<file path="src/rtl/crt_pkg.sv">
package crt_pkg;
	// ---------------------------------------------------------------
	// Register word indices (compared with byte address bits 9-2)
	// ---------------------------------------------------------------
	// Printed offsets are not multiples of four, so each is an index.
	localparam logic [7:0] IDX_TIMER_CONTROL = 8'hc8;
	localparam logic [7:0] IDX_CAPTURE_RELOAD_LOW = 8'hca;
	localparam logic [7:0] IDX_CAPTURE_RELOAD_HIGH = 8'hcb;
	localparam logic [7:0] IDX_COUNT_LOW_BYTE = 8'hcc;
	localparam logic [7:0] IDX_COUNT_HIGH_BYTE = 8'hcd;
	localparam logic [7:0] IDX_TICK_CONFIG = 8'hd0;
	localparam logic [7:0] IDX_IRQ_STATUS = 8'hd1;
	localparam logic [7:0] IDX_IRQ_ENABLE = 8'hd2;
	localparam logic [7:0] IDX_IRQ_CLEAR = 8'hd3;
	localparam int ADDR_W = 10;
	// ---------------------------------------------------------------
	// Control field positions
	// ---------------------------------------------------------------
	localparam int BIT_OVERFLOW_FLAG = 7;
	localparam int BIT_EXT_EDGE_FLAG = 6;
	localparam int BIT_RX_BAUD_SOURCE = 5;
	localparam int BIT_TX_BAUD_SOURCE = 4;
	localparam int BIT_EXT_EDGE_ENABLE = 3;
	localparam int BIT_RUN_CONTROL = 2;
	localparam int BIT_COUNT_SOURCE = 1;
	localparam int BIT_CAPTURE_RELOAD = 0;
	// Irq status bits: overflow event, external edge event
	localparam int IRQ_OVERFLOW = 0;
	localparam int IRQ_EXT_EDGE = 1;
	// ---------------------------------------------------------------
	// Reset values and timing
	// ---------------------------------------------------------------
	localparam logic [7:0] RESET_BYTE = 8'h00;
	localparam logic [1:0] RESET_IRQ = 2'h0;
	localparam logic [15:0] COUNT_MAX = 16'hffff;
	localparam int BAUD_DIV = 2;
	localparam int SLOW_TICK_DIV = 12;
	localparam int DIV_W = 4;
endpackage

</file>
<file path="src/rtl/crt_timer.sv">
// The Wishbone register port was chosen for this implementation.
`timescale 1ns/1ps
// Summary of operation
// - Overflow flag sets when count rolls over from ffff; software clears it.
// - Overflow flag sets only while both baud-source bits are zero.
// - Software writing one to overflow flag raises timer interrupt if enabled.
// - External flag sets on capture pin falling edge when edge enable is one.
// - Software setting the external flag raises timer interrupt if enabled.
// - Receive baud-source bit picks this timer or timer 1 for serial rx.
// - Transmit baud-source bit picks this timer or timer 1 for serial tx.
// - In baud mode the timer advances every 2 clocks, ignoring count source.
// - Capture pin edges ignored when edge enable is zero or in baud mode.
// - Run bit one operates; zero halts counting, but an enabled capture pin edge with select zero still reloads.
// - Count source zero counts clock ticks at speed-bit rate; one counts pin.
// - In baud mode capture/reload select is ignored; reload on overflow.
// - Select zero reloads on overflow and on enabled capture pin edge.
// - Select one with edge enable captures the count on capture pin edge.
// - Capture copies count low byte to low, high byte to high register.
// - Reload value is high capture register over low capture register.
// - Low count register holds count bits 7-0, high holds bits 15-8.
module crt_timer #(
	parameter int SLOW_DIV = crt_pkg::SLOW_TICK_DIV
) (
	// Clock, reset, enable
	input wire logic clock,
	input wire logic rst_b,
	input wire logic clk_en,
	// Wishbone slave
	input wire logic wb_cyc_i,
	input wire logic wb_stb_i,
	input wire logic wb_we_i,
	input wire logic [crt_pkg::ADDR_W-1:0] wb_adr_i,
	input wire logic [3:0] wb_sel_i,
	input wire logic [31:0] wb_dat_i,
	output logic [31:0] wb_dat_o,
	output logic wb_ack_o,
	// Pins
	input wire logic ext_count_pin,
	input wire logic ext_capture_pin,
	// Serial port baud clocks
	input wire logic timer1_overflow,
	output logic rx_baud_tick,
	output logic tx_baud_tick,
	// Interrupt
	output logic irq
);
	import crt_pkg::*;

	// The prescaler must be able to hold SLOW_DIV - 1
	if (SLOW_DIV < 1 || SLOW_DIV > 2 ** DIV_W)
	begin : g_div_check
		$error("SLOW_DIV out of range");
	end

	// ---------------------------------------------------------------
	// Registers
	// ---------------------------------------------------------------
	logic [7:0] timer_control;
	logic [7:0] capture_reload_low;
	logic [7:0] capture_reload_high;
	logic [15:0] count;
	logic tick_rate_select;
	logic [1:0] irq_status;
	logic [1:0] irq_enable;
	logic [1:0] irq_pend;

	logic overflow_flag, ext_edge_flag, rx_src, tx_src, ext_edge_enable;
	logic run_control, count_source_select, capture_reload_select;
	assign overflow_flag = timer_control[BIT_OVERFLOW_FLAG];
	assign ext_edge_flag = timer_control[BIT_EXT_EDGE_FLAG];
	assign rx_src = timer_control[BIT_RX_BAUD_SOURCE];
	assign tx_src = timer_control[BIT_TX_BAUD_SOURCE];
	assign ext_edge_enable = timer_control[BIT_EXT_EDGE_ENABLE];
	assign run_control = timer_control[BIT_RUN_CONTROL];
	assign count_source_select = timer_control[BIT_COUNT_SOURCE];
	assign capture_reload_select = timer_control[BIT_CAPTURE_RELOAD];

	// ---------------------------------------------------------------
	// Bus decode
	// ---------------------------------------------------------------
	logic req, wr, rd_ok;
	logic [7:0] idx;
	logic [7:0] wbyte;
	// Masking with ack keeps a strobe held past ack from being taken twice
	assign req = wb_cyc_i && wb_stb_i && !wb_ack_o;
	assign wr = req && wb_we_i && wb_sel_i[0];
	assign idx = wb_adr_i[ADDR_W-1:2];
	assign wbyte = wb_dat_i[7:0];

	function automatic logic hit(input logic [7:0] a, input logic [7:0] i);
		hit = (a == i);
	endfunction

	logic wr_ctl, wr_cl, wr_ch, wr_tl, wr_th, wr_cfg, wr_en, wr_clr;
	assign wr_ctl = wr && hit(idx, IDX_TIMER_CONTROL);
	assign wr_cl = wr && hit(idx, IDX_CAPTURE_RELOAD_LOW);
	assign wr_ch = wr && hit(idx, IDX_CAPTURE_RELOAD_HIGH);
	assign wr_tl = wr && hit(idx, IDX_COUNT_LOW_BYTE);
	assign wr_th = wr && hit(idx, IDX_COUNT_HIGH_BYTE);
	assign wr_cfg = wr && hit(idx, IDX_TICK_CONFIG);
	assign wr_en = wr && hit(idx, IDX_IRQ_ENABLE);
	assign wr_clr = wr && hit(idx, IDX_IRQ_CLEAR);

	// ---------------------------------------------------------------
	// Pin synchronisers and falling edges
	// ---------------------------------------------------------------
	logic [1:0] cnt_sync;
	logic [1:0] cap_sync;
	logic cnt_prev, cap_prev;
	always_ff @(posedge clock)
	begin
		if (!rst_b)
		begin
			cnt_sync <= 2'h3;
			cap_sync <= 2'h3;
			cnt_prev <= 1'b1;
			cap_prev <= 1'b1;
		end
		else if (clk_en)
		begin
			cnt_sync <= {cnt_sync[0], ext_count_pin};
			cap_sync <= {cap_sync[0], ext_capture_pin};
			cnt_prev <= cnt_sync[1];
			cap_prev <= cap_sync[1];
		end
	end
	logic cnt_fall, cap_fall;
	assign cnt_fall = cnt_prev && !cnt_sync[1];
	assign cap_fall = cap_prev && !cap_sync[1];

	// ---------------------------------------------------------------
	// Tick generation
	// ---------------------------------------------------------------
	logic baud_mode;
	assign baud_mode = rx_src || tx_src;
	logic [DIV_W-1:0] prescale;
	// Baud phase runs free, so setting a source bit needs no restart
	logic baud_phase;
	always_ff @(posedge clock)
	begin
		if (!rst_b)
		begin
			prescale <= '0;
			baud_phase <= 1'b0;
		end
		else if (clk_en)
		begin
			baud_phase <= !baud_phase;
			if (prescale == DIV_W'(SLOW_DIV - 1))
				prescale <= '0;
			else
				prescale <= prescale + 1'b1;
		end
	end

	logic tick;
	always_comb
	begin
		if (!run_control)
			tick = 1'b0;
		else if (baud_mode)
			tick = baud_phase;
		else if (count_source_select)
			tick = cnt_fall;
		else if (tick_rate_select)
			tick = 1'b1;
		else
			tick = (prescale == '0);
	end

	// ---------------------------------------------------------------
	// Count, capture, reload
	// ---------------------------------------------------------------
	logic overflow, edge_ok, do_capture, do_reload;
	logic [15:0] reload_value;
	assign overflow = tick && (count == COUNT_MAX);
	assign edge_ok = cap_fall && ext_edge_enable && !baud_mode;
	assign do_capture = edge_ok && capture_reload_select;
	assign do_reload = overflow && (baud_mode || !capture_reload_select)
		|| edge_ok && !capture_reload_select;
	assign reload_value = {capture_reload_high, capture_reload_low};

	always_ff @(posedge clock)
	begin
		if (!rst_b)
			count <= {RESET_BYTE, RESET_BYTE};
		else if (clk_en)
		begin
			// A reload beats a software byte write in the same cycle
			if (do_reload)
				count <= reload_value;
			else if (wr_tl)
				count[7:0] <= wbyte;
			else if (wr_th)
				count[15:8] <= wbyte;
			else if (tick)
				count <= count + 16'h0001;
		end
	end

	always_ff @(posedge clock)
	begin
		if (!rst_b)
		begin
			capture_reload_low <= RESET_BYTE;
			capture_reload_high <= RESET_BYTE;
		end
		else if (clk_en)
		begin
			// Capture beats a software write so no sampled count is lost
			if (do_capture)
			begin
				capture_reload_low <= count[7:0];
				capture_reload_high <= count[15:8];
			end
			else if (wr_cl)
				capture_reload_low <= wbyte;
			else if (wr_ch)
				capture_reload_high <= wbyte;
		end
	end

	// ---------------------------------------------------------------
	// Control register and flags
	// ---------------------------------------------------------------
	logic hw_ovf, hw_ext;
	assign hw_ovf = overflow && !baud_mode;
	assign hw_ext = edge_ok;
	always_ff @(posedge clock)
	begin
		if (!rst_b)
			timer_control <= RESET_BYTE;
		else if (clk_en)
		begin
			if (wr_ctl)
				timer_control <= wbyte;
			// Hardware set wins over a software clear
			if (hw_ovf)
				timer_control[BIT_OVERFLOW_FLAG] <= 1'b1;
			if (hw_ext)
				timer_control[BIT_EXT_EDGE_FLAG] <= 1'b1;
		end
	end

	always_ff @(posedge clock)
	begin
		if (!rst_b)
			tick_rate_select <= 1'b0;
		else if (clk_en && wr_cfg)
			tick_rate_select <= wbyte[0];
	end

	// ---------------------------------------------------------------
	// Interrupts
	// ---------------------------------------------------------------
	// A software write of one to a flag counts as an event too.
	logic sw_ovf, sw_ext;
	assign sw_ovf = wr_ctl && wbyte[BIT_OVERFLOW_FLAG];
	assign sw_ext = wr_ctl && wbyte[BIT_EXT_EDGE_FLAG];
	assign irq_pend = {hw_ext || sw_ext, hw_ovf || sw_ovf};

	always_ff @(posedge clock)
	begin
		if (!rst_b)
		begin
			irq_status <= RESET_IRQ;
			irq_enable <= RESET_IRQ;
			irq <= 1'b0;
		end
		else if (clk_en)
		begin
			if (wr_en)
				irq_enable <= wbyte[1:0];
			irq_status <= (irq_status & ~(wr_clr ? wbyte[1:0] : 2'h0))
				| irq_pend;
			// Registered, so irq trails the status bit by one cycle
			irq <= |(irq_status & irq_enable);
		end
	end

	// ---------------------------------------------------------------
	// Baud clocks to serial port 0
	// ---------------------------------------------------------------
	always_ff @(posedge clock)
	begin
		if (!rst_b)
		begin
			rx_baud_tick <= 1'b0;
			tx_baud_tick <= 1'b0;
		end
		else if (clk_en)
		begin
			rx_baud_tick <= rx_src ? overflow : timer1_overflow;
			tx_baud_tick <= tx_src ? overflow : timer1_overflow;
		end
	end

	// ---------------------------------------------------------------
	// Read data and acknowledge
	// ---------------------------------------------------------------
	logic [7:0] rbyte;
	always_comb
	begin
		rd_ok = 1'b1;
		if (hit(idx, IDX_TIMER_CONTROL))
			rbyte = timer_control;
		else if (hit(idx, IDX_CAPTURE_RELOAD_LOW))
			rbyte = capture_reload_low;
		else if (hit(idx, IDX_CAPTURE_RELOAD_HIGH))
			rbyte = capture_reload_high;
		else if (hit(idx, IDX_COUNT_LOW_BYTE))
			rbyte = count[7:0];
		else if (hit(idx, IDX_COUNT_HIGH_BYTE))
			rbyte = count[15:8];
		else if (hit(idx, IDX_TICK_CONFIG))
			rbyte = {7'h00, tick_rate_select};
		else if (hit(idx, IDX_IRQ_STATUS))
			rbyte = {6'h00, irq_status};
		else if (hit(idx, IDX_IRQ_ENABLE))
			rbyte = {6'h00, irq_enable};
		else
		begin
			rbyte = 8'h00;
			rd_ok = 1'b0;
		end
	end

	always_ff @(posedge clock)
	begin
		if (!rst_b)
		begin
			wb_ack_o <= 1'b0;
			wb_dat_o <= 32'h0000_0000;
		end
		else if (clk_en)
		begin
			wb_ack_o <= req;
			wb_dat_o <= (req && !wb_we_i && rd_ok) ? {24'h000000, rbyte}
				: 32'h0000_0000;
		end
	end
endmodule // crt_timer

</file>
<file path="config.mk">
export PLATFORM = sky130hd
export DESIGN_NAME = crt_timer
export DESIGN_NICKNAME = d
export VERILOG_FILES = /design/src/rtl/crt_pkg.sv /design/src/rtl/crt_timer.sv
export SDC_FILE = /design/constraint.sdc
export NUM_CORES = 1
export LEC_CHECK = 0
export ABC_AREA = 1
export BUFFER_PORTS_ARGS = -buffer_cell sky130_fd_sc_hd__buf_4
export CAP_MARGIN = 0
export CORE_MARGIN = 1
export CORE_UTILIZATION = 60
export DETAILED_ROUTE_END_ITERATION = 7
export PLACE_DENSITY_LB_ADDON = 0.08
export SYNTH_ARGS = -nofsm -noshare
export SYNTH_HDL_FRONTEND = slang
export SYNTH_SLANG_ARGS = --single-unit
</file>
<file path="constraint.sdc">
create_clock -name clock -period 4 [get_ports clock]
set_input_delay 0.4 -clock clock [delete_from_list [all_inputs] [get_ports clock]]
set_output_delay 0.4 -clock clock [all_outputs]
set_load 0.05 [all_outputs]
</file>
Word level (Yosys, flattened, before mapping)

Index checks and enable logic that the tools add are counted.

Flip-flop bits (word level): 92
Latch bits: 0
Bits in writable memories: 0
Memory bits (read-only): 0
Memories: 0

$add $sub $neg: 2
Multiply operators: 0
Divide/modulo/power cells: 0
Order comparisons: 0
Equal/unequal tests: 14
Shifts and indexed selects: 0
Mux-type cells: 39
Bitwise operators: 4
Reductions and logical operators: 54

Operators by type and width:

| cell                                          | number |
|---|---|
| 2-to-1 mux 8 bit                              | 16 |
| equality test 8 bit, second input constant    | 9 |
| 2-to-1 mux 16 bit                             | 2 |
| logical AND 1 bit                             | 26 |
| adder 16 x 1 -> 16 bit, second input constant | 1 |
| equality test 16 bit, second input constant   | 1 |
| 2-to-1 mux 1 bit                              | 16 |
| AND reduction 2 bit                           | 5 |
| AND reduction 3 bit                           | 3 |
| 2-to-1 mux 2 bit                              | 4 |
| nonzero test 2 bit                            | 4 |
| zero test 1 bit                               | 7 |
| nonzero test 3 bit                            | 2 |
| logical OR 1 bit                              | 5 |
| adder 4 x 1 -> 4 bit, second input constant   | 1 |
| AND 2 bit                                     | 2 |
| equality test 4 bit, second input constant    | 1 |
| zero test 4 bit                               | 1 |
| 2-to-1 mux 4 bit                              | 1 |
| != test 2 x 1 -> 1 bit, second input constant | 2 |
| != test 3 x 2 -> 1 bit, second input constant | 1 |
| inverter 2 bit                                | 1 |
| bitwise OR 2 bit                              | 1 |
| OR reduction 2 bit                            | 1 |

Depth between registers and ports, before layout

Gate-level depths: netlist of the first run.

Depth after elaboration: 11
Mapped depth: 15
Gate-level depth less buffers: 14

Worst setup path after synthesis of the first run

Ideal clock, no wire load.

Path type: reg-to-reg
From: register wb_ack_o
To: register timer_control[6]
Setup time: 0.070 ns
Data arrival time: 1.752 ns
Data required time: 3.930 ns
Setup slack: 2.178 ns
Cell stages (with the launch flop): 10
Path buffers: 2
Path through: dfxtp_1 nand3b_1 nor2_1 buf_4 nand2_2 inv_1 nand2_1 clkbuf_1 o211ai_1 a21oi_1

Longest elaborated chain between the ends: 7

Ends and longest elaborated chain:

| element                         | RTL line         | RTL |
|---|---|---|
| start: declaration              | crt_timer.sv:36  | `output logic wb_ack_o,` |
| start signal: assignment        | crt_timer.sv:337 | `wb_ack_o <= req;` |
| zero test 1 bit                 | crt_timer.sv:85  | `assign req = wb_cyc_i && wb_stb_i && !wb_ack_o;` |
| logical AND 1 bit               | crt_timer.sv:85  |  |
| logical AND 1 bit (2 in series) | crt_timer.sv:86  | `assign wr = req && wb_we_i && wb_sel_i[0];` |
| logical AND 1 bit               | crt_timer.sv:95  | `assign wr_ctl = wr && hit(idx, IDX_TIMER_CONTROL);` |
| nonzero test 2 bit (no line)    | -                |  |
| AND reduction 2 bit (no line)   | -                |  |
| end signal: assignment          | crt_timer.sv:236 | `timer_control <= wbyte;` |
| end: declaration                | crt_timer.sv:58  | `logic [7:0] timer_control;` |

Every way passes these cells.
A chain may end at the register's enable or synchronous reset.

Worst setup path after layout of the first run

From: register wb_ack_o
To: register count[5]

Longest elaborated chain between the ends: 7

Ends and longest elaborated chain:

| element                                                                   | RTL line                         | RTL |
|---|---|---|
| zero test 1 bit (*)                                                       | crt_timer.sv:85                  |  |
| logical AND 1 bit (*)                                                     | crt_timer.sv:85                  |  |
| logical AND 1 bit (*) (2 in series)                                       | crt_timer.sv:86                  |  |
| logical AND 1 bit, on equally long branches                               | crt_timer.sv:98, crt_timer.sv:99 |  |
| != test 3 x 2 -> 1 bit (no line), or another cell as far along            | -                                |  |
| AND reduction 3 bit (no line) / 2-to-1 mux 16 bit (equally long branches) | -                                |  |
| end signal: assignment                                                    | crt_timer.sv:186                 | `count <= {RESET_BYTE, RESET_BYTE};` |
| end signal: assignment                                                    | crt_timer.sv:191                 | `count <= reload_value;` |
| end signal: assignment                                                    | crt_timer.sv:193                 | `count[7:0] <= wbyte;` |
| end: declaration                                                          | crt_timer.sv:61                  | `logic [15:0] count;` |

Mark *: on every way between the ends. The rest lies on a longest branch, timed or not.

==> results of run 1 <==
[layout make-up]
cell class / count / area share (%)
Sequential cell: 68 / 29.2
Inverter: 57 / 4.58
Clock inverter: 6 / 1.37
Timing Repair Buffer: 38 / 6.11
Clock buffer: 10 / 2.73
Multi-Input combinational cell: 541 / 53.5
Tap cell: 96 / 2.57
[Yosys cell counts (6+ instances only)]
| cell type | n | area (µm²) |
|---|---|---|
| inv_1 | 51 | 191 |
| nor2_2 | 6 | 37.5 |
| xor2_1 | 7 | 61.3 |
| nand3_1 | 39 | 195 |
| nand2_2 | 7 | 43.8 |
| nand2_1 | 238 | 893 |
| dfxtp_1 | 68 | 1360 |
| o21ai_0 | 40 | 200 |
| a31oi_1 | 17 | 106 |
| clkbuf_1 | 12 | 45.0 |
| nand4_1 | 18 | 113 |
| a21oi_1 | 33 | 165 |
| buf_4 | 27 | 203 |
| nor2_1 | 80 | 300 |
[worst register-to-register path, cell delays in order (launching register included)]
cell and delay, ps:
dfxtp_1 330, nand3b_1 230, nor2_1 130, buf_4 220
nand2_1 360, nand3_1 220, nand2_1 100, o21bai_4 410
nand2_1 110, nand2_1 80, nor2_1 40
[cell families (layout without fill, tap and decap cells)]
group | after synthesis | count (layout) | share of synthesized area [%]
simple gates | 402 | 402 | 39.8
compound gates | 104 | 104 | 13.6
buf+inv | 104 | 111 | 12.4
flops | 68 | 68 | 31.6
xor+xnor | 8 | 8 | 1.63
fa+ha+maj | 3 | 3 | 0.872
other cells | 1 | 24 | 0.0871
[final timing paths]
| check | cells after the start | startpoint | slack [ps] | to |
|---|---|---|---|---|
| worst max-delay path | 10 | wb_ack_o$_SDFFE_PN0P_ | 1660 | count[5]$_SDFFE_PN0P_ |
| worst min-delay path | 3 | ext_capture_pin | 250 | cap_sync[0]$_SDFFE_PN1P_ |
| worst max register to register | 10 | wb_ack_o$_SDFFE_PN0P_ | 1660 | count[5]$_SDFFE_PN0P_ |
| worst min register to register | 2 | cnt_sync[0]$_SDFFE_PN1P_ | 460 | cnt_sync[0]$_SDFFE_PN1P_ |
[per-layer routing]
metal / up-vias / wire [µm] / GRT usage [%]
li1: 2230 / - / -
met1: 2025 / 5130 / 45.2
met2: 239 / 5380 / 53.9
met3: 33 / 1190 / 4.48
met4: 0 / 384 / 17.7
met5: - / 0 / 0
[through the flow]
step                total power [mW]  hold WS (ps)
CTS                             1.42           253
global route                    1.46           266
finish                          1.42           253
detailed placement             0.858           447
floorplan                      0.832           429
global placement               0.857           440
[cells in the final DEF, fill, tap and decap left out, drive strengths merged, types with 2 or more instances in the layout]
cell      synthesis  layout
a211oi            2       2
a21oi            33      33
a31oi            17      17
buf              35      38
clkbuf           12      10
clkinv            1       3
clkinvlp          0       2
conb              1      24
dfxtp            68      68
ha                3       3
inv              56      57
nand2           246     246
nand3            40      40
nand3b            2       2
nand4            19      19
nor2             90      90
o21ai            43      43
o21bai            2       2
o22ai             3       3
or2               2       2
xor2              7       7
[registers in the layout, indices dropped and copies added (netlist names), 4 cells and up]
name	count
wb_dat_o	8
capture_reload_high	8
timer_control	8
prescale	4
count	16
capture_reload_low	8
[where the power goes]
part	switching [mW]	internal [mW]	total (mW)
logic	0.117	0.0354	0.153
clock network	0.285	0.288	0.574
registers	0.00604	0.686	0.692
==> metrics.cfg, run 1 <==
[outcome]
status=finished, final reports clean

[synthesis]
synth_edf_count=0
synth-seq-area-share_pct=31.6
synth_cell_types=40
ys_ff_latch=68
syn_area_per_cell_um2=6.24
synth_area_um2=4310
synth_cells=690
ys.flop_type=dfxtp_1
synthArstFlopShare_pct=0
synth_warnings=0

[setup_path]
cp_slowest_cell=o21bai_4
crit_path_cell_trace=nand3b_1, nor2_1, buf_4, nand2_1, nand3_1, nand2_1, o21bai_4, nand2_1, nand2_1, nor2_1
critPathCaptureType=register
critPathKind=reg -> reg
critPathLaunchType=register
crit_top_cell=nand2_1
crit_buf_inv=1
slowest_delay_ps=410
required_ps=4240
crit_arrival_ps=2580
critPathMaxFanout=16
critPathTopFamily=simple AND/OR/NAND/NOR gates

[die]
start_util_pct=62.7
die_h_um=86.7
fp.coreArea_um2=6870
io_pins=91
dieArea_um2=7520
fp.dieW_um=86.7
rows=30

[power_and_ir_drop]
power_leakage_nw=2.23
powerDensity_nw_per_um2=304
ir_worst_vdd_mv=0.186

[detailed_routing]
drt_iter0_markers=386
wire_per_inst_um=14.8
drtPass1Iterations=6
ant_nets=0
wirelength_um=12100
drc_errors=0
vias_per_cell=5.55
vias=4527

[sta]
slew_viol_final=0
slew_headroom_pct=46.7
min_period_ps=2340
finalHoldViolations=0
fmax_mhz=428
finClkSkew_ps=12.9
finalWorstSetupSlack_ps=1660
timing.final.crit_share_pct=58.4
setup_viol_count_final=0
finalSetupTns_ps=0
tightest_slew_ps=798
grt_setup_unrepaired=false

[clock_network]
post_cts_buffers=0
path_clk_slew_ps=80
cts_max_path_buffers=2
clockRootBuffer=clkbuf_8
clk-insertion-delay-late_ps=350
cts_hold_buf=0
cts_buffers=9
tritoncts=done
ctsResizeCount=0
htree_num_levels=3
cts_sinks=68

[layout]
fillers=680
regArea_um2=1360
area_delta_synth_final_pct=8.46
final_area_um2=4670
utilization_pct=68.0
fin_nets=773
layoutNonFillerInstCount=816
drive_gt1_share_pct=11.5
antennaDiodeCount=0
multi_input_area_um2=2500

[grt]
grt_use_total_pct=34.0
grt_pass1_vias=4062
antenna_found_initial=0
overflow=0
grt_max_degree=49
grt_pass1_wl_um=19600

[placement]
dp_cells=800
place_area_um2=4480
portBuffers=37
gp_congestion=0.969
place_ws_ps=1510
dpl.hpwl_um=8510

[flow_run]
cap_violations=0

[worst_hold_path]
hold_class=in -> reg

No activity file was read; power rests on OpenSTA's default activity.
==> run 2, diff against run 1 <==
--- a/config.mk
+++ b/config.mk
@@ -5,11 +5,11 @@
 export SDC_FILE = /design/constraint.sdc
 export NUM_CORES = 1
 export LEC_CHECK = 0
-export ABC_AREA = 1
+export ABC_AREA = 0
 export BUFFER_PORTS_ARGS = -buffer_cell sky130_fd_sc_hd__buf_4
 export CAP_MARGIN = 0
 export CORE_MARGIN = 1
-export CORE_UTILIZATION = 60
+export CORE_UTILIZATION = 55
 export DETAILED_ROUTE_END_ITERATION = 7
 export PLACE_DENSITY_LB_ADDON = 0.08
 export SYNTH_ARGS = -nofsm -noshare
==> constraint.sdc (replaced) <==
create_clock -name clock -period 2.4 [get_ports clock]
set_input_delay 0.24 -clock clock [delete_from_list [all_inputs] [get_ports clock]]
set_output_delay 0.24 -clock clock [all_outputs]
set_load 0.05 [all_outputs]
==> metrics.cfg, run 2 <==
[sta]
finalHoldViolations=0  ; unchanged
grt_setup_unrepaired=false  ; unchanged
timing.final.crit_share_pct=97.1  ; was 58.4%
finClkSkew_ps=8.98  ; was 12.9 ps
fmax_mhz=429  ; was 428 MHz
setup_viol_count_final=0  ; unchanged
tightest_slew_ps=537  ; was 798 ps
slew_viol_final=0  ; unchanged
slew_headroom_pct=64.2  ; was 46.7%
min_period_ps=2330  ; was 2340 ps
finalSetupTns_ps=0  ; unchanged

[synthesis]
synth_edf_count=0  ; unchanged
synth.area.top_cells=dfxtp_1 (32%), mux2i_1 (7.4%), nand2_1 (5.6%)  ; was dfxtp_1 (32%), nand2_1 (21%), nor2_1 (7.0%)
synth_cells=540  ; was 690
synth_area_um2=4310  ; about the same
synth_warnings=0  ; unchanged
synthSimpleGateAreaFrac_pct=24.5  ; was 39.8%
muxShareOfSynthArea_pct=8.47  ; was 0%
synth_compound_area_share_pct=22.3  ; was 13.6%
ys_ff_latch=68  ; unchanged
synth_top_family_by_area=simple AND/OR/NAND/NOR gates  ; unchanged
synth_most_common_cell=dfxtp_1  ; was nand2_1
synth_xor_area_share_pct=3.05  ; was 1.63%
yosys.area.top_type_share_pct=31.6  ; about the same
syn_area_per_cell_um2=7.99  ; was 6.24 µm²
synth_top_area_cell=dfxtp_1  ; unchanged
synth_cell_types=66  ; was 40
synthTopCellsByCount=dfxtp_1 (68), nand2_1 (64), a21oi_1 (43), nor2_1 (40), nand3_1 (33)  ; was nand2_1 (238), nor2_1 (80), dfxtp_1 (68), inv_1 (51), o21ai_0 (40)
synth-seq-area-share_pct=31.6  ; about the same
synth_fa_ha_area_share_pct=0.870  ; was 0.872%
ys.flop_type=dfxtp_1  ; unchanged
synthArstFlopShare_pct=0  ; unchanged

[grt]
grt_pass1_wl_um=20600  ; was 19600 µm
grt_max_degree=39  ; was 49
grt_use_total_pct=32.2  ; was 34.0%
grt_pass1_vias=3926  ; was 4062
overflow=0  ; unchanged
antenna_found_initial=0  ; unchanged

[setup_path]
cp_slowest_cell=or4b_4  ; was o21bai_4
r2r_setup_slack_ps=70  ; was 1660 ps
critPathLaunchType=register  ; unchanged
required_ps=2650  ; was 4240 ps
worst_r2r_path_depth=9  ; was 10
crit_top_cell=a21oi_1  ; was nand2_1
r2r-start=prescale[0]$_SDFFE_PN0P_  ; was wb_ack_o$_SDFFE_PN0P_
crit_arrival_ps=2580  ; about the same
crit_buf_inv=2  ; was 1
critPathKind=reg -> reg  ; unchanged
critPathTopFamily=simple AND/OR/NAND/NOR gates  ; unchanged
slowest_delay_ps=490  ; was 410 ps
critPathMaxFanout=4  ; was 16
crit_path_cell_trace=inv_1, ha_1, or4b_4, a41oi_4, a21oi_1, or2_2, a21oi_4, buf_4, a21oi_1  ; was nand3b_1, nor2_1, buf_4, nand2_1, nand3_1, nand2_1, o21bai_4, nand2_1, nand2_1, nor2_1
critPathCaptureType=register  ; unchanged
rr_endpoint=count[9]$_SDFFE_PN0P_  ; was count[5]$_SDFFE_PN0P_

[die]
fp.coreArea_um2=7410  ; was 6870 µm²
fp.dieW_um=90.6  ; was 86.7 µm
die_h_um=90.6  ; was 86.7 µm
dieArea_um2=8200  ; was 7520 µm²
rows=31  ; was 30
io_pins=91  ; unchanged
start_util_pct=58.2  ; was 62.7%

[clock_network]
cts_max_path_buffers=2  ; unchanged
clockRootBuffer=clkbuf_8  ; unchanged
htree_num_levels=3  ; unchanged
cts_sinks=68  ; unchanged
tritoncts=done  ; unchanged
cts_buffers=9  ; unchanged
clk-insertion-delay-late_ps=360  ; was 350 ps
path_clk_slew_ps=80  ; about the same
cts_hold_buf=0  ; unchanged

[detailed_routing]
drt_iter0_markers=382  ; was 386
ant_nets=0  ; unchanged
drc_errors=0  ; unchanged
wire_per_inst_um=18.7  ; was 14.8 µm
drtPass1Iterations=5  ; was 6
vias_per_cell=6.15  ; was 5.55
vias=4232  ; was 4527
wirelength_um=12900  ; was 12100 µm

[power_and_ir_drop]
power_leakage_nw=2.01  ; was 2.23 nW
powerDensity_nw_per_um2=496  ; was 304 nW/µm²
ir_worst_vdd_mv=0.372  ; was 0.186 mV

[worst_hold_path]
min-delay-start=ext_count_pin  ; was ext_capture_pin
hold_depth=3  ; unchanged
min_to=cnt_sync[0]$_SDFFE_PN1P_  ; was cap_sync[0]$_SDFFE_PN1P_
hold_class=in -> reg  ; unchanged

[layout]
layout_common_cells=buf_4 (72), dfxtp_1 (68), nand2_1 (64), a21oi_1 (43), nor2_1 (40)  ; was nand2_1 (238), nor2_1 (80), dfxtp_1 (68), inv_1 (51), o21ai_0 (40)
area_delta_synth_final_pct=14.9  ; was 8.46%
fin_nets=642  ; was 773
layout_commonest_cell=buf_4  ; was nand2_1
largest_reg_flops=16  ; unchanged
antennaDiodeCount=0  ; unchanged
top_register=count  ; unchanged
drive_gt1_share_pct=18.3  ; was 11.5%
layoutNonFillerInstCount=688  ; was 816

[flow_run]
cap_violations=0  ; unchanged

[outcome]
status=finished, final reports clean  ; unchanged

[placement]
dpl.hpwl_um=9120  ; was 8510 µm
portBuffers=37  ; unchanged
dp_cells=670  ; was 800
gp_congestion=0.953  ; was 0.969

==> run 2: timing repair <==
item                       CTS  global route
hold endpoints to repair     0             0
buffers inserted             0             2
resized for setup            0             1
setup endpoints to repair    0            17
==> run 2: tightest hold or removal path, cell delays in order <==
cell	delay [ps]
buf_4	70
mux2i_1	50
nand2_1	60
==> run 2: area by class of cell <==
cell class	count	area, µm²
Fill cell	651	2450
Tap cell	99	124
Clock inverter	5	60.1
Timing Repair Buffer	74	581
Clock buffer	11	141
Sequential cell	68	1360
Inverter	9	33.8
Multi-Input combinational cell	422	2660
==> run 2: worst max path at each step <==
stage / cells after the start / to / startpoint / slack (ps)
after floorplan: 10 / count[10]$_SDFFE_PN0P_ / prescale[0]$_SDFFE_PN0P_ / 220
after global placement: 9 / count[10]$_SDFFE_PN0P_ / prescale[0]$_SDFFE_PN0P_ / 110
after detailed placement: 9 / count[8]$_SDFFE_PN0P_ / prescale[0]$_SDFFE_PN0P_ / 40
after CTS: 9 / count[9]$_SDFFE_PN0P_ / prescale[0]$_SDFFE_PN0P_ / 20
after global routing: 8 / count[15]$_SDFFE_PN0P_ / prescale[0]$_SDFFE_PN0P_ / 4
final: 9 / count[9]$_SDFFE_PN0P_ / prescale[0]$_SDFFE_PN0P_ / 70
==> run 2: logic make-up after synthesis <==
kind of cell | count (synthesis)
AO/OA/AOI/OAI | 142
XOR/XNOR | 15
adder cells (fa/ha/maj) | 3
buffers and inverters | 73
flip-flops | 68
multiplexers | 36
other | 1
AND/OR/NAND/NOR | 202
==> run 2: layer usage <==
metal  vias up  part of all wire [%]  GRT usage (%)
met4         0                   3.1           15.5
met3        33                   8.5           4.88
li1       1988                     -              -
met2       252                    45           50.9
met5         -                     0              0
met1      1959                    43           42.8
==> run 2: power breakdown <==
group	switching, mW	internal [mW]
clock	0.489	0.512
sequential	0.00880	1.14
combinational	0.224	0.0833
total	0.722	1.74
==> run 2: metrics by stage <==
stage | util (%) | instance area (µm²) | worst slack [ps] | hold WS [ps] | power, mW
floorplan | - | 4400 | 217 | 368 | 1.42
global placement | 63.8 | 4730 | 107 | 437 | 1.47
detailed placement | 63.8 | 4730 | 40.6 | 447 | 1.48
CTS | 66.6 | 4930 | 24.4 | 93.1 | 2.45
global route | 66.9 | 4960 | 3.58 | 128 | 2.52
finish | 66.9 | 4960 | 70.4 | 90.0 | 2.46
==> run 3, diff against run 2 <==
--- a/config.mk
+++ b/config.mk
@@ -8,8 +8,9 @@
 export ABC_AREA = 0
 export BUFFER_PORTS_ARGS = -buffer_cell sky130_fd_sc_hd__buf_4
 export CAP_MARGIN = 0
+export CORE_ASPECT_RATIO = 0.9
 export CORE_MARGIN = 1
-export CORE_UTILIZATION = 55
+export CORE_UTILIZATION = 50
 export DETAILED_ROUTE_END_ITERATION = 7
 export PLACE_DENSITY_LB_ADDON = 0.08
 export SYNTH_ARGS = -nofsm -noshare
==> constraint.sdc (replaced) <==
create_clock -name clock -period 1.9 [get_ports clock]
set_input_delay 0.19 -clock clock [delete_from_list [all_inputs] [get_ports clock]]
set_output_delay 0.19 -clock clock [all_outputs]
set_load 0.05 [all_outputs]
==> metrics.cfg, run 3 (same netlist as run 2, synthesis figures left out) <==
[clock_network]
cts_buffers=9  ; unchanged
cts_sinks=68  ; unchanged
clockRootBuffer=clkbuf_8  ; unchanged
path_clk_slew_ps=80  ; about the same
cts_max_path_buffers=2  ; unchanged
tritoncts=done  ; unchanged
cts_hold_buf=0  ; unchanged
clk-insertion-delay-late_ps=360  ; about the same
htree_num_levels=3  ; unchanged

[worst_hold_path]
hold_class=in -> reg  ; unchanged
min-delay-start=ext_capture_pin  ; was ext_count_pin
min_to=cap_sync[0]$_SDFFE_PN1P_  ; was cnt_sync[0]$_SDFFE_PN1P_
hold_depth=3  ; unchanged

[die]
fp.dieW_um=99.9  ; was 90.6 µm
start_util_pct=52.5  ; was 58.2%
rows=31  ; unchanged
fp.coreArea_um2=8220  ; was 7410 µm²
io_pins=91  ; unchanged
die_h_um=90.1  ; was 90.6 µm
dieArea_um2=9000  ; was 8200 µm²

[placement]
portBuffers=37  ; unchanged
dp_cells=715  ; was 670
gp_congestion=1.00  ; was 0.953
dpl.hpwl_um=9610  ; was 9120 µm

[setup_path]
crit_arrival_ps=2420  ; was 2580 ps
r2r-start=prescale[0]$_SDFFE_PN0P_  ; unchanged
required_ps=2150  ; was 2650 ps
slowest_delay_ps=460  ; was 490 ps
crit_path_cell_trace=inv_2, ha_1, or4b_4, a41oi_4, nand4_4, and2_4, buf_12, mux2i_1, a21oi_1  ; was inv_1, ha_1, or4b_4, a41oi_4, a21oi_1, or2_2, a21oi_4, buf_4, a21oi_1
critPathKind=reg -> reg  ; unchanged
critPathLaunchType=register  ; unchanged
rr_endpoint=count[4]$_SDFFE_PN0P_  ; was count[9]$_SDFFE_PN0P_
cp_slowest_cell=or4b_4  ; unchanged
r2r_setup_slack_ps=-270  ; was 70 ps
critPathMaxFanout=6  ; was 4
critPathCaptureType=register  ; unchanged
worst_r2r_path_depth=9  ; unchanged

[sta]
grt_setup_unrepaired=true  ; was false
slew_viol_final=0  ; unchanged
timing.final.crit_share_pct=114  ; was 97.1%
finalHoldViolations=0  ; unchanged
tightest_slew_ps=499  ; was 537 ps
slew_headroom_pct=66.7  ; was 64.2%
finalWorstSetupSlack_ps=-273  ; was 70.4 ps
setup_viol_count_final=20  ; was 0
timing.hold.ws_ps=41.0  ; was 90.0 ps
fmax_mhz=460  ; was 429 MHz
finClkSkew_ps=6.07  ; was 8.98 ps
min_period_ps=2170  ; was 2330 ps

[layout]
layout_common_cells=buf_4 (104), nand2_1 (64), dfxtp_1 (63), a21oi_1 (40), nor2_1 (38)  ; was buf_4 (72), dfxtp_1 (68), nand2_1 (64), a21oi_1 (43), nor2_1 (40)
largest_reg_flops=16  ; unchanged
layout_commonest_cell=buf_4  ; unchanged
antennaDiodeCount=0  ; unchanged
fin_nets=681  ; was 642
utilization_pct=65.8  ; was 66.9%
area_delta_synth_final_pct=25.5  ; was 14.9%
drive_gt1_share_pct=27.1  ; was 18.3%
layoutNonFillerInstCount=743  ; was 688
regArea_um2=1370  ; was 1360 µm²
top_register=count  ; unchanged
multi_input_area_um2=2750  ; was 2660 µm²
fillers=751  ; was 651

[grt]
overflow=0  ; unchanged
grt_use_total_pct=29.6  ; was 32.2%
grtUsageMet2_pct=44.2  ; was 50.9%
busiest_layer=met2  ; unchanged
met1_usage_pct=41.8  ; was 42.8%
grt_max_degree=39  ; unchanged
grt_pass1_vias=3988  ; was 3926
met3_usage_pct=7.15  ; was 4.88%
grt_pass1_wl_um=20700  ; was 20600 µm
antenna_found_initial=0  ; unchanged

[detailed_routing]
ant_nets=0  ; unchanged
wirelength_um=12900  ; about the same
vias_per_cell=5.78  ; was 6.15
drc_errors=0  ; unchanged
vias=4291  ; was 4232
drt_iter0_markers=383  ; was 382
drtPass1Iterations=5  ; unchanged
wire_per_inst_um=17.4  ; was 18.7 µm

[power_and_ir_drop]
powerDensity_nw_per_um2=579  ; was 496 nW/µm²
ir_worst_vdd_mv=0.380  ; was 0.372 mV
total_power_mw=3.13  ; was 2.46 mW
power_leakage_nw=2.19  ; was 2.01 nW

[flow_run]
cap_violations=0  ; unchanged

[outcome]
status=complete, but fails checks  ; was finished, final reports clean
violations=negative setup slack

[run 3: routing by layer]
layer  vias to the layer above  wire [µm]
met2                       220       5620
met5                         -          0
li1                       2074          -
met4                         0        251
met1                      1974       5910
met3                        23       1170
[run 3: stage by stage]
stage | setup TNS (ps) | instance area, µm² | setup slack [ps]
floorplan | -2590 | 4420 | -207
global placement | -5650 | 4990 | -260
detailed placement | -7450 | 4990 | -314
CTS | -3810 | 5340 | -250
global route | -5920 | 5410 | -358
finish | -4080 | 5410 | -273
[run 3: how the worst max path moves through the flow]
| stage | from | end | slack (ps) | depth (start not counted) |
|---|---|---|---|---|
| 6_report | prescale[0]$_SDFFE_PN0P_ | count[4]$_SDFFE_PN0P_ | -270 | 9 |
| 5_1_grt | prescale[0]$_SDFFE_PN0P_ | count[5]$_SDFFE_PN0P_ | -360 | 9 |
| 4_1_cts | prescale[0]$_SDFFE_PN0P_ | count[15]$_SDFFE_PN0P_ | -250 | 8 |
| 3_5_place_dp | prescale[1]$_SDFFE_PN0P_ | count[3]$_SDFFE_PN0P_ | -310 | 9 |
| 3_3_place_gp | prescale[0]$_SDFFE_PN0P_ | count[15]$_SDFFE_PN0P_ | -260 | 8 |
| 2_1_floorplan | prescale[0]$_SDFFE_PN0P_ | count[10]$_SDFFE_PN0P_ | -210 | 10 |
[run 3: area by class of cell]
| class | count | area share (%) |
|---|---|---|
| multi-input combinational | 423 | 50.7 |
| inverter | 9 | 0.624 |
| tap | 115 | 2.66 |
| clock buffer | 9 | 2.29 |
| sequential | 68 | 25.3 |
| clock inverter | 7 | 1.53 |
| timing repair buffer | 112 | 16.9 |
[run 3: timing repair]
action	in CTS	in global routing
gates cloned	1	0
setup buffers	8	3
setup endpoints to repair	20	35
hold endpoints to repair	0	0
gates resized for setup	16	14
pin swaps	11	5
[run 3: power by group]
part           total, mW  internal (mW)  leakage, nW  switching, mW
clock network       1.27          0.628       0.0988          0.642
logic              0.416          0.130         1.54          0.286
registers           1.45           1.44        0.552        0.00886
total               3.13           2.20         2.19          0.937
[run 3: worst max-delay path, delay by kind of cell (launching register included)]
family,cells,cell delay (ps)
buffers and inverters,2,200
AO/OA/AOI/OAI,2,340
AND/OR/NAND/NOR,3,880
flip-flops,1,330
adder cells (fa/ha/maj),1,130
multiplexers,1,180
